File: config.mk
export PLATFORM = sky130hd
export DESIGN_NAME = ift_decoder
export DESIGN_NICKNAME = d
export VERILOG_FILES = /design/src/hw/ift_pkg.sv /design/src/hw/ift_decoder.sv
export SDC_FILE = /design/constraint.sdc
export NUM_CORES = 1
export LEC_CHECK = 0
export BUFFER_PORTS_ARGS = -buffer_cell sky130_fd_sc_hd__buf_2
export CAP_MARGIN = 20
export CORE_MARGIN = 8
export CORE_UTILIZATION = 40
export DETAILED_ROUTE_END_ITERATION = 10
export PLACE_DENSITY = 0.72
export SLEW_MARGIN = 15
export SYNTH_ARGS = -nofsm -noshare
export SYNTH_HDL_FRONTEND = slang
export SYNTH_SLANG_ARGS = --single-unit
File: constraint.sdc
create_clock -name core_clk -period 4.7 [get_ports core_clk]
set_clock_uncertainty 0.2 [all_clocks]
set_input_delay 1.175 -clock core_clk [delete_from_list [all_inputs] [get_ports core_clk]]
set_output_delay 1.175 -clock core_clk [all_outputs]
set_load 0.01 [all_outputs]
File: src/hw/ift_pkg.sv
package ift_pkg;
    localparam int WORD_W = 24;
    localparam int OPC_W = 8;
    localparam int OPC_HI = 23;
    localparam int OPC_LO = 16;
    localparam int BASE_HI = 15;
    localparam int BASE_LO = 12;
    localparam int DST_HI = 11;
    localparam int DST_LO = 8;
    localparam int DMODE_HI = 7;
    localparam int DMODE_LO = 6;
    localparam int SMODE_HI = 5;
    localparam int SMODE_LO = 4;
    localparam int SRC_HI = 3;
    localparam int SRC_LO = 0;
    localparam int FILE_HI = 12;
    localparam int FILE_LO = 0;
    localparam int FDEST_BIT = 13;
    localparam int BITPOS_HI = 11;
    localparam int BITPOS_LO = 8;
    localparam int BITSEL_BIT = 7;
    localparam int LIT_HI = 11;
    localparam int LIT_LO = 4;
    localparam int LOGIC_BIT = 3;
    localparam int CARRY_BIT = 2;
    localparam int INPLACE_BIT = 0;
    localparam int FLG_C = 0;
    localparam int FLG_DC = 1;
    localparam int FLG_N = 2;
    localparam int FLG_OV = 3;
    localparam int FLG_Z = 4;
    localparam logic [4:0] FLAGS_RST = 5'h00;
    localparam logic [4:0] MASK_ALL = 5'h1f;
    localparam logic [4:0] MASK_NZ = 5'h14;
    localparam logic [7:0] OP_NOP = 8'h00;
    localparam logic [7:0] OP_CALL_LONG = 8'h02;
    localparam logic [7:0] OP_GOTO_LONG = 8'h04;
    localparam logic [7:0] OP_MOV_DOUBLE = 8'hbe;
    localparam logic [7:0] OP_BRANCH = 8'h37;
    localparam logic [7:0] OP_BRANCH_COMPUTED = 8'h01;
    localparam logic [7:0] OP_CALL_IND = 8'h03;
    localparam logic [7:0] OP_GOTO_IND = 8'h05;
    localparam logic [7:0] OP_TABLE_RD = 8'hba;
    localparam logic [7:0] OP_TABLE_WR = 8'hbb;
    localparam logic [7:0] OP_RETURN = 8'h06;
    localparam logic [7:0] OP_RET_INT = 8'h07;
    localparam logic [3:0] NIB_COND_BRANCH = 4'h3;
    localparam logic [3:0] NIB_REG3 = 4'h4;
    localparam logic [3:0] NIB_LIT = 4'h5;
    localparam logic [3:0] NIB_BIT = 4'ha;
    localparam logic [3:0] NIB_FILE = 4'hc;
    localparam logic [3:0] NIB_SKIP = 4'he;
    localparam logic [1:0] EXTRA_NONE = 2'h0;
    localparam logic [1:0] EXTRA_BRANCH = 2'h1;
    localparam logic [1:0] EXTRA_RETURN = 2'h2;
    typedef enum logic [2:0] {
        ST_DECODE = 3'b001,
        ST_WORD2 = 3'b010,
        ST_FLUSH = 3'b100
    } ift_state_e;
    typedef enum logic [2:0] {
        CL_NOP = 3'h0,
        CL_REG3 = 3'h1,
        CL_FILE = 3'h2,
        CL_BIT = 3'h3,
        CL_LIT = 3'h4,
        CL_CTRL = 3'h5,
        CL_DWORD = 3'h6
    } ift_class_e;
endpackage

File: src/hw/ift_decoder.sv
`timescale 1ns/10ps
// Summary of operation
// - 24-bit word, 8-bit opcode, operand remainder
// - Only three opcodes span two words
// - Double-word gathers 48 bits before executing
// - Second word upper eight bits are zero
// - Lone second word executes as no-op
// - Plain single-word instruction takes one cycle
// - Taken test or PC change adds no-op
// - Branch, table, return ops take two/three
// - Taken skip: two cycles, three over dword
// - Double-word instructions take exactly two cycles
// - Register ops: direct base, moded source, destination
// - File ops: address, destination file or register zero
// - Bit position from literal or base register
// - Literal ops: base, literal, optional destination
// - Keep C, DC, N, OV, sticky Z flags
module ift_decoder (
    input wire logic core_clk, // Instruction-cycle clock
    input wire logic reset_n, // Async reset
    input wire logic [23:0] instrWord, // Word from program memory
    input wire logic instrValid, // Word present this cycle
    input wire logic skipCond, // Skip test result for current word
    input wire logic aluDone, // Datapath result ready
    input wire logic resCarry, // Result carry
    input wire logic resDigitCarry, // Result digit carry
    input wire logic resNegative, // Result negative
    input wire logic resOverflow, // Result overflow
    input wire logic resZero, // Result zero
    output logic execValid_q, // Instruction issued
    output ift_pkg::ift_class_e opClass_q, // Issued class
    output logic [7:0] opcode_q, // Issued opcode
    output logic [3:0] baseReg_q, // base_operand_reg
    output logic [3:0] srcReg_q, // source_operand_reg
    output logic [1:0] srcMode_q, // Source address modifier
    output logic [3:0] dstReg_q, // dest_operand_reg
    output logic [1:0] dstMode_q, // Destination address modifier
    output logic [12:0] fileAddr_q, // File register address
    output logic fileToRegZero_q, // Result to working_reg_zero
    output logic [3:0] bitPos_q, // Literal bit position
    output logic bitFromReg_q, // Bit position from base register
    output logic [15:0] literal_q, // Literal operand
    output logic [47:0] extWord_q, // Full double-word operand
    output logic secondWordErr_q, // Second word upper bits not zero
    output logic nopCycle_q, // Extra no-op cycle
    output logic pcChange_q, // program_counter altered
    output logic [4:0] flags_q // Status flags
);
    function automatic logic isDw(input logic [7:0] opc);
        return (opc == ift_pkg::OP_CALL_LONG) || (opc == ift_pkg::OP_GOTO_LONG) ||
            (opc == ift_pkg::OP_MOV_DOUBLE);
    endfunction

    function automatic ift_pkg::ift_class_e classOf(input logic [7:0] opc);
        ift_pkg::ift_class_e c;
        c = ift_pkg::CL_CTRL;
        if (opc == ift_pkg::OP_NOP) begin
            c = ift_pkg::CL_NOP;
        end else if (opc[7:4] == ift_pkg::NIB_REG3) begin
            c = ift_pkg::CL_REG3;
        end else if (opc[7:4] == ift_pkg::NIB_LIT) begin
            c = ift_pkg::CL_LIT;
        end else if (opc[7:4] == ift_pkg::NIB_BIT) begin
            c = ift_pkg::CL_BIT;
        end else if (opc[7:4] == ift_pkg::NIB_FILE) begin
            c = ift_pkg::CL_FILE;
        end
        return c;
    endfunction

    function automatic logic [1:0] fixedExtra(input logic [7:0] opc);
        logic [1:0] e;
        e = ift_pkg::EXTRA_NONE;
        if (opc == ift_pkg::OP_RETURN || opc == ift_pkg::OP_RET_INT) begin
            e = ift_pkg::EXTRA_RETURN;
        end else if (opc == ift_pkg::OP_BRANCH || opc == ift_pkg::OP_BRANCH_COMPUTED ||
                opc == ift_pkg::OP_CALL_IND || opc == ift_pkg::OP_GOTO_IND ||
                opc == ift_pkg::OP_TABLE_RD || opc == ift_pkg::OP_TABLE_WR) begin
            e = ift_pkg::EXTRA_BRANCH;
        end
        return e;
    endfunction

    function automatic logic brTaken(input logic [3:0] cc, input logic [4:0] f);
        logic c, n, v, z, t;
        c = f[ift_pkg::FLG_C];
        n = f[ift_pkg::FLG_N];
        v = f[ift_pkg::FLG_OV];
        z = f[ift_pkg::FLG_Z];
        t = 1'b0;
        unique case (cc)
            4'h0, 4'h2: t = c;
            4'h1: t = ~(n ^ v);
            4'h3: t = ~z & ~(n ^ v);
            4'h4: t = c & ~z;
            4'h5: t = z | (n ^ v);
            4'h6: t = ~c | z;
            4'h7: t = 1'b1;
            4'h8, 4'ha: t = ~c;
            4'h9: t = n;
            4'hb: t = ~n;
            4'hc: t = ~v;
            4'hd: t = ~z;
            4'he: t = v;
            4'hf: t = z;
        endcase
        return t;
    endfunction

    ift_pkg::ift_state_e state_q, state_d;
    logic [1:0] nopLeft_q, nopLeft_d;
    logic skipPend_q, skipPend_d;
    logic [23:0] firstWord_q;
    logic [4:0] flagMask_q;
    logic sticky_q;

    wire [7:0] opc = instrWord[ift_pkg::OPC_HI:ift_pkg::OPC_LO];
    wire [3:0] baseField = instrWord[ift_pkg::BASE_HI:ift_pkg::BASE_LO];
    wire [3:0] dstField = instrWord[ift_pkg::DST_HI:ift_pkg::DST_LO];
    wire fileDest = instrWord[ift_pkg::FDEST_BIT];
    wire ift_pkg::ift_class_e cls = classOf(opc);
    wire wordDw = isDw(opc);
    wire inDecode = (state_q == ift_pkg::ST_DECODE);
    wire take = inDecode && instrValid;
    wire takeSingle = take && !wordDw;
    wire condBr = (opc[7:4] == ift_pkg::NIB_COND_BRANCH) && (opc != ift_pkg::OP_BRANCH);
    wire condHit = condBr && brTaken(opc[3:0], flags_q);
    wire skipHit = (opc[7:4] == ift_pkg::NIB_SKIP) && skipCond;
    wire [1:0] extra = fixedExtra(opc) | {1'b0, condHit | skipHit};
    wire aluCls = (cls == ift_pkg::CL_REG3) || (cls == ift_pkg::CL_LIT) || (cls == ift_pkg::CL_FILE);
    wire [4:0] maskNew = !aluCls ? 5'h00 : (opc[ift_pkg::LOGIC_BIT] ? ift_pkg::MASK_NZ : ift_pkg::MASK_ALL);
    wire finishDw = (state_q == ift_pkg::ST_WORD2) && instrValid;
    wire inFlush = (state_q == ift_pkg::ST_FLUSH);
    wire [4:0] resFlags = {resZero, resOverflow, resNegative, resDigitCarry, resCarry};
    wire zNext = sticky_q ? (flags_q[ift_pkg::FLG_Z] & resZero) : resZero;

    always_comb begin
        state_d = state_q;
        nopLeft_d = nopLeft_q;
        skipPend_d = skipPend_q;
        unique case (state_q)
            ift_pkg::ST_DECODE: begin
                if (take && wordDw) begin
                    state_d = ift_pkg::ST_WORD2;
                end else if (take && extra != ift_pkg::EXTRA_NONE) begin
                    state_d = ift_pkg::ST_FLUSH;
                    nopLeft_d = extra;
                    skipPend_d = skipHit;
                end
            end
            ift_pkg::ST_WORD2: begin
                if (instrValid) begin
                    state_d = ift_pkg::ST_DECODE;
                end
            end
            ift_pkg::ST_FLUSH: begin
                skipPend_d = 1'b0;
                if (!(skipPend_q && instrValid && wordDw)) begin
                    nopLeft_d = nopLeft_q - 2'h1;
                    if (nopLeft_q == 2'h1) begin
                        state_d = ift_pkg::ST_DECODE;
                    end
                end
            end
        endcase
    end

    always_ff @(posedge core_clk or negedge reset_n) begin
        if (!reset_n) begin
            state_q <= ift_pkg::ST_DECODE;
            nopLeft_q <= 2'h0;
            skipPend_q <= 1'b0;
            nopCycle_q <= 1'b0;
        end else begin
            state_q <= state_d;
            nopLeft_q <= nopLeft_d;
            skipPend_q <= skipPend_d;
            nopCycle_q <= inFlush;
        end
    end

    always_ff @(posedge core_clk or negedge reset_n) begin
        if (!reset_n) begin
            execValid_q <= 1'b0;
            opClass_q <= ift_pkg::CL_NOP;
            opcode_q <= 8'h00;
            pcChange_q <= 1'b0;
            firstWord_q <= 24'h000000;
            extWord_q <= 48'h000000000000;
            secondWordErr_q <= 1'b0;
        end else begin
            execValid_q <= takeSingle || finishDw;
            pcChange_q <= (takeSingle && (fixedExtra(opc) != ift_pkg::EXTRA_NONE || condHit)) || finishDw;
            if (take && wordDw) begin
                firstWord_q <= instrWord;
            end
            if (takeSingle) begin
                opClass_q <= cls;
                opcode_q <= opc;
            end else if (finishDw) begin
                opClass_q <= ift_pkg::CL_DWORD;
                opcode_q <= firstWord_q[ift_pkg::OPC_HI:ift_pkg::OPC_LO];
                extWord_q <= {firstWord_q, instrWord};
                secondWordErr_q <= (opc != ift_pkg::OP_NOP);
            end
        end
    end

    always_ff @(posedge core_clk or negedge reset_n) begin
        if (!reset_n) begin
            baseReg_q <= 4'h0;
            srcReg_q <= 4'h0;
            srcMode_q <= 2'h0;
            dstReg_q <= 4'h0;
            dstMode_q <= 2'h0;
            fileAddr_q <= 13'h0000;
            fileToRegZero_q <= 1'b0;
            bitPos_q <= 4'h0;
            bitFromReg_q <= 1'b0;
            literal_q <= 16'h0000;
        end else if (takeSingle) begin
            baseReg_q <= baseField;
            srcReg_q <= instrWord[ift_pkg::SRC_HI:ift_pkg::SRC_LO];
            srcMode_q <= instrWord[ift_pkg::SMODE_HI:ift_pkg::SMODE_LO];
            dstReg_q <= (cls == ift_pkg::CL_LIT && opc[ift_pkg::INPLACE_BIT]) ? baseField : dstField;
            dstMode_q <= instrWord[ift_pkg::DMODE_HI:ift_pkg::DMODE_LO];
            fileAddr_q <= instrWord[ift_pkg::FILE_HI:ift_pkg::FILE_LO];
            fileToRegZero_q <= fileDest;
            bitPos_q <= instrWord[ift_pkg::BITPOS_HI:ift_pkg::BITPOS_LO];
            bitFromReg_q <= (cls == ift_pkg::CL_BIT) && instrWord[ift_pkg::BITSEL_BIT];
            literal_q <= {8'h00, instrWord[ift_pkg::LIT_HI:ift_pkg::LIT_LO]};
        end
    end

    always_ff @(posedge core_clk or negedge reset_n) begin
        if (!reset_n) begin
            flags_q <= ift_pkg::FLAGS_RST;
            flagMask_q <= 5'h00;
            sticky_q <= 1'b0;
        end else begin
            if (takeSingle) begin
                flagMask_q <= maskNew;
                sticky_q <= opc[ift_pkg::CARRY_BIT] && aluCls;
            end
            if (aluDone) begin
                flags_q <= (flags_q & ~flagMask_q) |
                    ({zNext, resFlags[3:0]} & flagMask_q);
            end
        end
    end

    a_dword_wait: assert property (@(posedge core_clk) disable iff (!reset_n)
        take && wordDw |=> !execValid_q ##1 (state_q == ift_pkg::ST_WORD2 || execValid_q))
        else $error("double word issued before second word");
    a_dword_two: assert property (@(posedge core_clk) disable iff (!reset_n)
        take && wordDw ##1 instrValid |=> execValid_q && opClass_q == ift_pkg::CL_DWORD && !nopCycle_q)
        else $error("double word not done in two cycles");
    a_second_zero: assert property (@(posedge core_clk) disable iff (!reset_n)
        finishDw && opc != 8'h00 |=> secondWordErr_q)
        else $error("nonzero second word not flagged");
    a_lone_nop: assert property (@(posedge core_clk) disable iff (!reset_n)
        take && opc == 8'h00 |=> execValid_q && opClass_q == ift_pkg::CL_NOP ##1 !nopCycle_q)
        else $error("lone second word not a no-op");
    a_single_one: assert property (@(posedge core_clk) disable iff (!reset_n)
        takeSingle && extra == 2'h0 |=> execValid_q && !pcChange_q ##1 !nopCycle_q)
        else $error("plain instruction took extra cycle");
    a_taken_two: assert property (@(posedge core_clk) disable iff (!reset_n)
        take && condHit |=> execValid_q && pcChange_q ##1 nopCycle_q ##1 !nopCycle_q)
        else $error("taken branch not two cycles");
    a_return_three: assert property (@(posedge core_clk) disable iff (!reset_n)
        take && (opc == 8'h06 || opc == 8'h07) |=> execValid_q ##1 nopCycle_q [*2] ##1 !nopCycle_q)
        else $error("return not three cycles");
    a_skip_dword: assert property (@(posedge core_clk) disable iff (!reset_n)
        take && skipHit ##1 (instrValid && wordDw) |=> nopCycle_q [*2] ##1 !nopCycle_q)
        else $error("skip over double word not three cycles");
    a_file_dest: assert property (@(posedge core_clk) disable iff (!reset_n)
        takeSingle |=> fileToRegZero_q == $past(fileDest))
        else $error("file destination lost");
    a_base_reg: assert property (@(posedge core_clk) disable iff (!reset_n)
        takeSingle |=> baseReg_q == $past(baseField))
        else $error("base register mismatch");
    a_sticky_zero: assert property (@(posedge core_clk) disable iff (!reset_n)
        aluDone && sticky_q && flagMask_q[4] && !flags_q[4] |=> !flags_q[4])
        else $error("sticky zero was set");
endmodule

==> results.sh <==
export IMPL_run_status="finished clean"
export IMPL_routed_wirelength_um=14200
export IMPL_boundaryPins=153
export IMPL_post_cts_buffers=0
export IMPL_synthTopCellsByArea="sky130_fd_sc_hd__dfrtp_1, sky130_fd_sc_hd__nand2_1, sky130_fd_sc_hd__buf_4"
export IMPL_synth_cells=538
export IMPL_cts_clk_slew_worst_paths_ps=50
export IMPL_leading_cell_types_by_count_after_synthesis="sky130_fd_sc_hd__nand2_1, sky130_fd_sc_hd__dfrtp_1, sky130_fd_sc_hd__buf_4"
export IMPL_cell_accounting_for_the_most_synthesized_area="sky130_fd_sc_hd__dfrtp_1"
export IMPL_port_buffers=144
export IMPL_routed_via_density=4.95
export IMPL_worstSetupStartpointType="input port"
export IMPL_timing_max_slew_rel_slack=0.429
export IMPL_critical_path_arrival_ps=3410
export IMPL_cts_num_sinks=122
export IMPL_worstMarginPinSlew_ps=855
export IMPL_final_layout_size_suffix_gt1_frac=0.311
export IMPL_achievable_frequency_mhz=301
export IMPL_track_usage=0.167
export IMPL_starting_density_of_the_core=0.406
export IMPL_final_net_count=694
export IMPL_peakVddDrop_uv=285
export IMPL_clock_root_buffer="sky130_fd_sc_hd__clkbuf_16"
export IMPL_number_of_antenna_violations_at_the_first_check_in_global_routing=1
export IMPL_totalNegativeSetupSlack_ps=0
export IMPL_dr_first_iter_drc_count=260
export IMPL_count_of_distinct_cell_types_in_the_synthesized_netlist=58
export IMPL_via_count=4202
export IMPL_die_w_um=132
export IMPL_drv_max_cap_violation_count=0
export IMPL_drv_slew=0
export IMPL_dp_final_hpwl_um=10000
export IMPL_fin_hold_ws_ps=266
export IMPL_yosys_most_used_dff="sky130_fd_sc_hd__dfrtp_1"
export IMPL_timing_hold_worst_class="reg2reg"
export IMPL_post_cts_resized=0
export IMPL_die_h_um=132
export IMPL_synth_warning_count=0
export IMPL_rows=42
export IMPL_period_share=0.706
export IMPL_grt_first_pass_wirelength_um=23400
export IMPL_gp_congestion=0.798
export IMPL_drc=0
export IMPL_cts_htree_levels=4
export IMPL_final_setup_viol_count=0
export IMPL_post_route_util=0.505
export IMPL_synth_edff_count=0
export IMPL_synth_largest_type_area_fraction=0.565
export IMPL_cp_required_ps=4790
export IMPL_grt_max_degree=64
export IMPL_avgRoutedWirePerCell_um=16.7
export IMPL_route_antenna_remaining_nets=0
export IMPL_clk_latency_ps=410
export IMPL_period_needed_ps=3320
export IMPL_first_pass_iters=4
export IMPL_first_global_vias=4451
export IMPL_syn_to_final_growth_pct=24.2
export IMPL_core_um2=13200
export IMPL_grt_setup_unrepaired="false"
export IMPL_die_area_um2=17400
export IMPL_grt_overflow_total=0
export IMPL_asyncSetResetFlopFracSynth=1.00
export IMPL_crit_path_end_kind="flop"
export IMPL_cts_made_buffers=17
export IMPL_hold_fix_buffers_cts=0
export IMPL_power_leakage_nw=3.77
export IMPL_synthesis_area_per_instance_um2=9.96
export IMPL_report_final_hold_viol_count=0
export IMPL_tritoncts_clock_tree="yes"
export IMPL_criticalPathCategory="in2reg"
export IMPL_synth_seq_area_share=0.570
export IMPL_synthesis_area_um2=5360
export IMPL_yosysMostFrequentCell="sky130_fd_sc_hd__nand2_1"
export IMPL_p_per_area_nw_per_um2=519
export IMPL_yosys_register_bits=122
export IMPL_clk_path_buf_depth=2
export IMPL_worst_path_max_fanout=25
-- path summary, 6_finish.rpt --
check	from	end	slack, ps	cells past startpoint
min in group asynchronous	reset_n	extWord_q[43]	640	1
worst max register to register	state_q[0]	fileAddr_q[11]	1470	6
worst min register to register	firstWord_q[19]	firstWord_q[19]	270	1
worst min-delay path	firstWord_q[19]	firstWord_q[19]	270	1
worst max-delay path	instrWord[20]	firstWord_q[22]	1380	7
max in group asynchronous	reset_n	state_q[0]	2820	2
-- through the flow --
stage	area (um2)	setup WS, ps	instances	power, mW
after floorplan	5390	1570	545	1.88
after global placement	6040	1030	816	2.12
after detailed placement	6040	940	816	2.13
after CTS	6650	1380	848	3.50
after global routing	6660	1210	849	3.63
final	6660	1380	849	3.46
-- worst max-delay path, cell delays in order --
cell and delay (ps):
sky130_fd_sc_hd__buf_2 180, sky130_fd_sc_hd__or4_4 560, sky130_fd_sc_hd__nor2_1 160, sky130_fd_sc_hd__nand3_1 140, sky130_fd_sc_hd__a21oi_4 330, sky130_fd_sc_hd__nand3_2 460, sky130_fd_sc_hd__and2_1 370
-- cells by family (layout without fill, tap and decap cells) --
| logic type | Yosys count | after routing | share of synthesized area |
|---|---|---|---|
| AOI/OAI and AO/OA | 71 | 71 | 0.0955 |
| xor gates and xnor gates | 2 | 2 | 0.00327 |
| adders and majority gates | 1 | 1 | 0.00233 |
| buffers and inverters | 63 | 190 | 0.0719 |
| DFF | 122 | 122 | 0.570 |
| muxes | 25 | 25 | 0.0516 |
| other | 1 | 9 | 0.000700 |
| and+or+nand+nor | 253 | 253 | 0.205 |
-- routing by layer --
layer / part of all wire / global-route usage
met1: 0.44 / 0.207
met2: 0.49 / 0.269
met3: 0.053 / 0.0465
met4: 0.016 / 0.0728
met5: 0 / 0
-- flip-flops by register name, summed over array words and instances (netlist names), 3 cells and up, named ones only --
signal	flops
opcode_q	8
srcReg_q	3
state_q	3
baseReg_q	4
dstReg_q	4
firstWord_q	24
opClass_q	3
extWord_q	48
fileAddr_q	7
-- cell usage in the layout (no fill, tap or decap), types with 2 or more instances in the layout --
cell type,count
sky130_fd_sc_hd__nand2_1,188
sky130_fd_sc_hd__a21oi_1,14
sky130_fd_sc_hd__o21ai_0,14
sky130_fd_sc_hd__clkbuf_16,17
sky130_fd_sc_hd__nor4_1,2
sky130_fd_sc_hd__nand3_2,2
sky130_fd_sc_hd__buf_4,5
sky130_fd_sc_hd__nand3_1,6
sky130_fd_sc_hd__mux2_2,21
sky130_fd_sc_hd__nor2_1,13
sky130_fd_sc_hd__mux2i_1,4
sky130_fd_sc_hd__buf_2,143
sky130_fd_sc_hd__and2b_1,2
sky130_fd_sc_hd__a31oi_1,3
sky130_fd_sc_hd__a21o_1,12
sky130_fd_sc_hd__nor2b_1,7
sky130_fd_sc_hd__nor3_1,6
sky130_fd_sc_hd__conb_1,8
sky130_fd_sc_hd__clkinv_2,2
sky130_fd_sc_hd__a221o_1,8
sky130_fd_sc_hd__nand4_1,3
sky130_fd_sc_hd__clkbuf_1,6
sky130_fd_sc_hd__clkbuf_8,2
sky130_fd_sc_hd__nor2_4,2
sky130_fd_sc_hd__a21oi_4,2
sky130_fd_sc_hd__and2_1,11
sky130_fd_sc_hd__inv_1,9
sky130_fd_sc_hd__nand4b_1,2
sky130_fd_sc_hd__o31ai_1,2
sky130_fd_sc_hd__bufinv_16,4
sky130_fd_sc_hd__dfrtp_1,121
-- area by class of cell --
type | count | area (um2)
inverters | 9 | 33.8
clock inverters | 7 | 139
clock buffers | 25 | 475
repair buffers | 149 | 773
flip-flops and latches | 122 | 3050
multi-input cells | 360 | 1960
well taps | 176 | 220
diodes | 1 | 2.50
fillers | 1217 | 6530
-- where the power goes --
part | internal (mW) | leakage [nW] | total [mW] | switching [mW]
combinational | 0.339 | 1.84 | 0.744 | 0.405
clock | 0.914 | 0.299 | 1.35 | 0.439
sequential | 1.23 | 1.63 | 1.36 | 0.128
(Power assumes the default switching activity.)
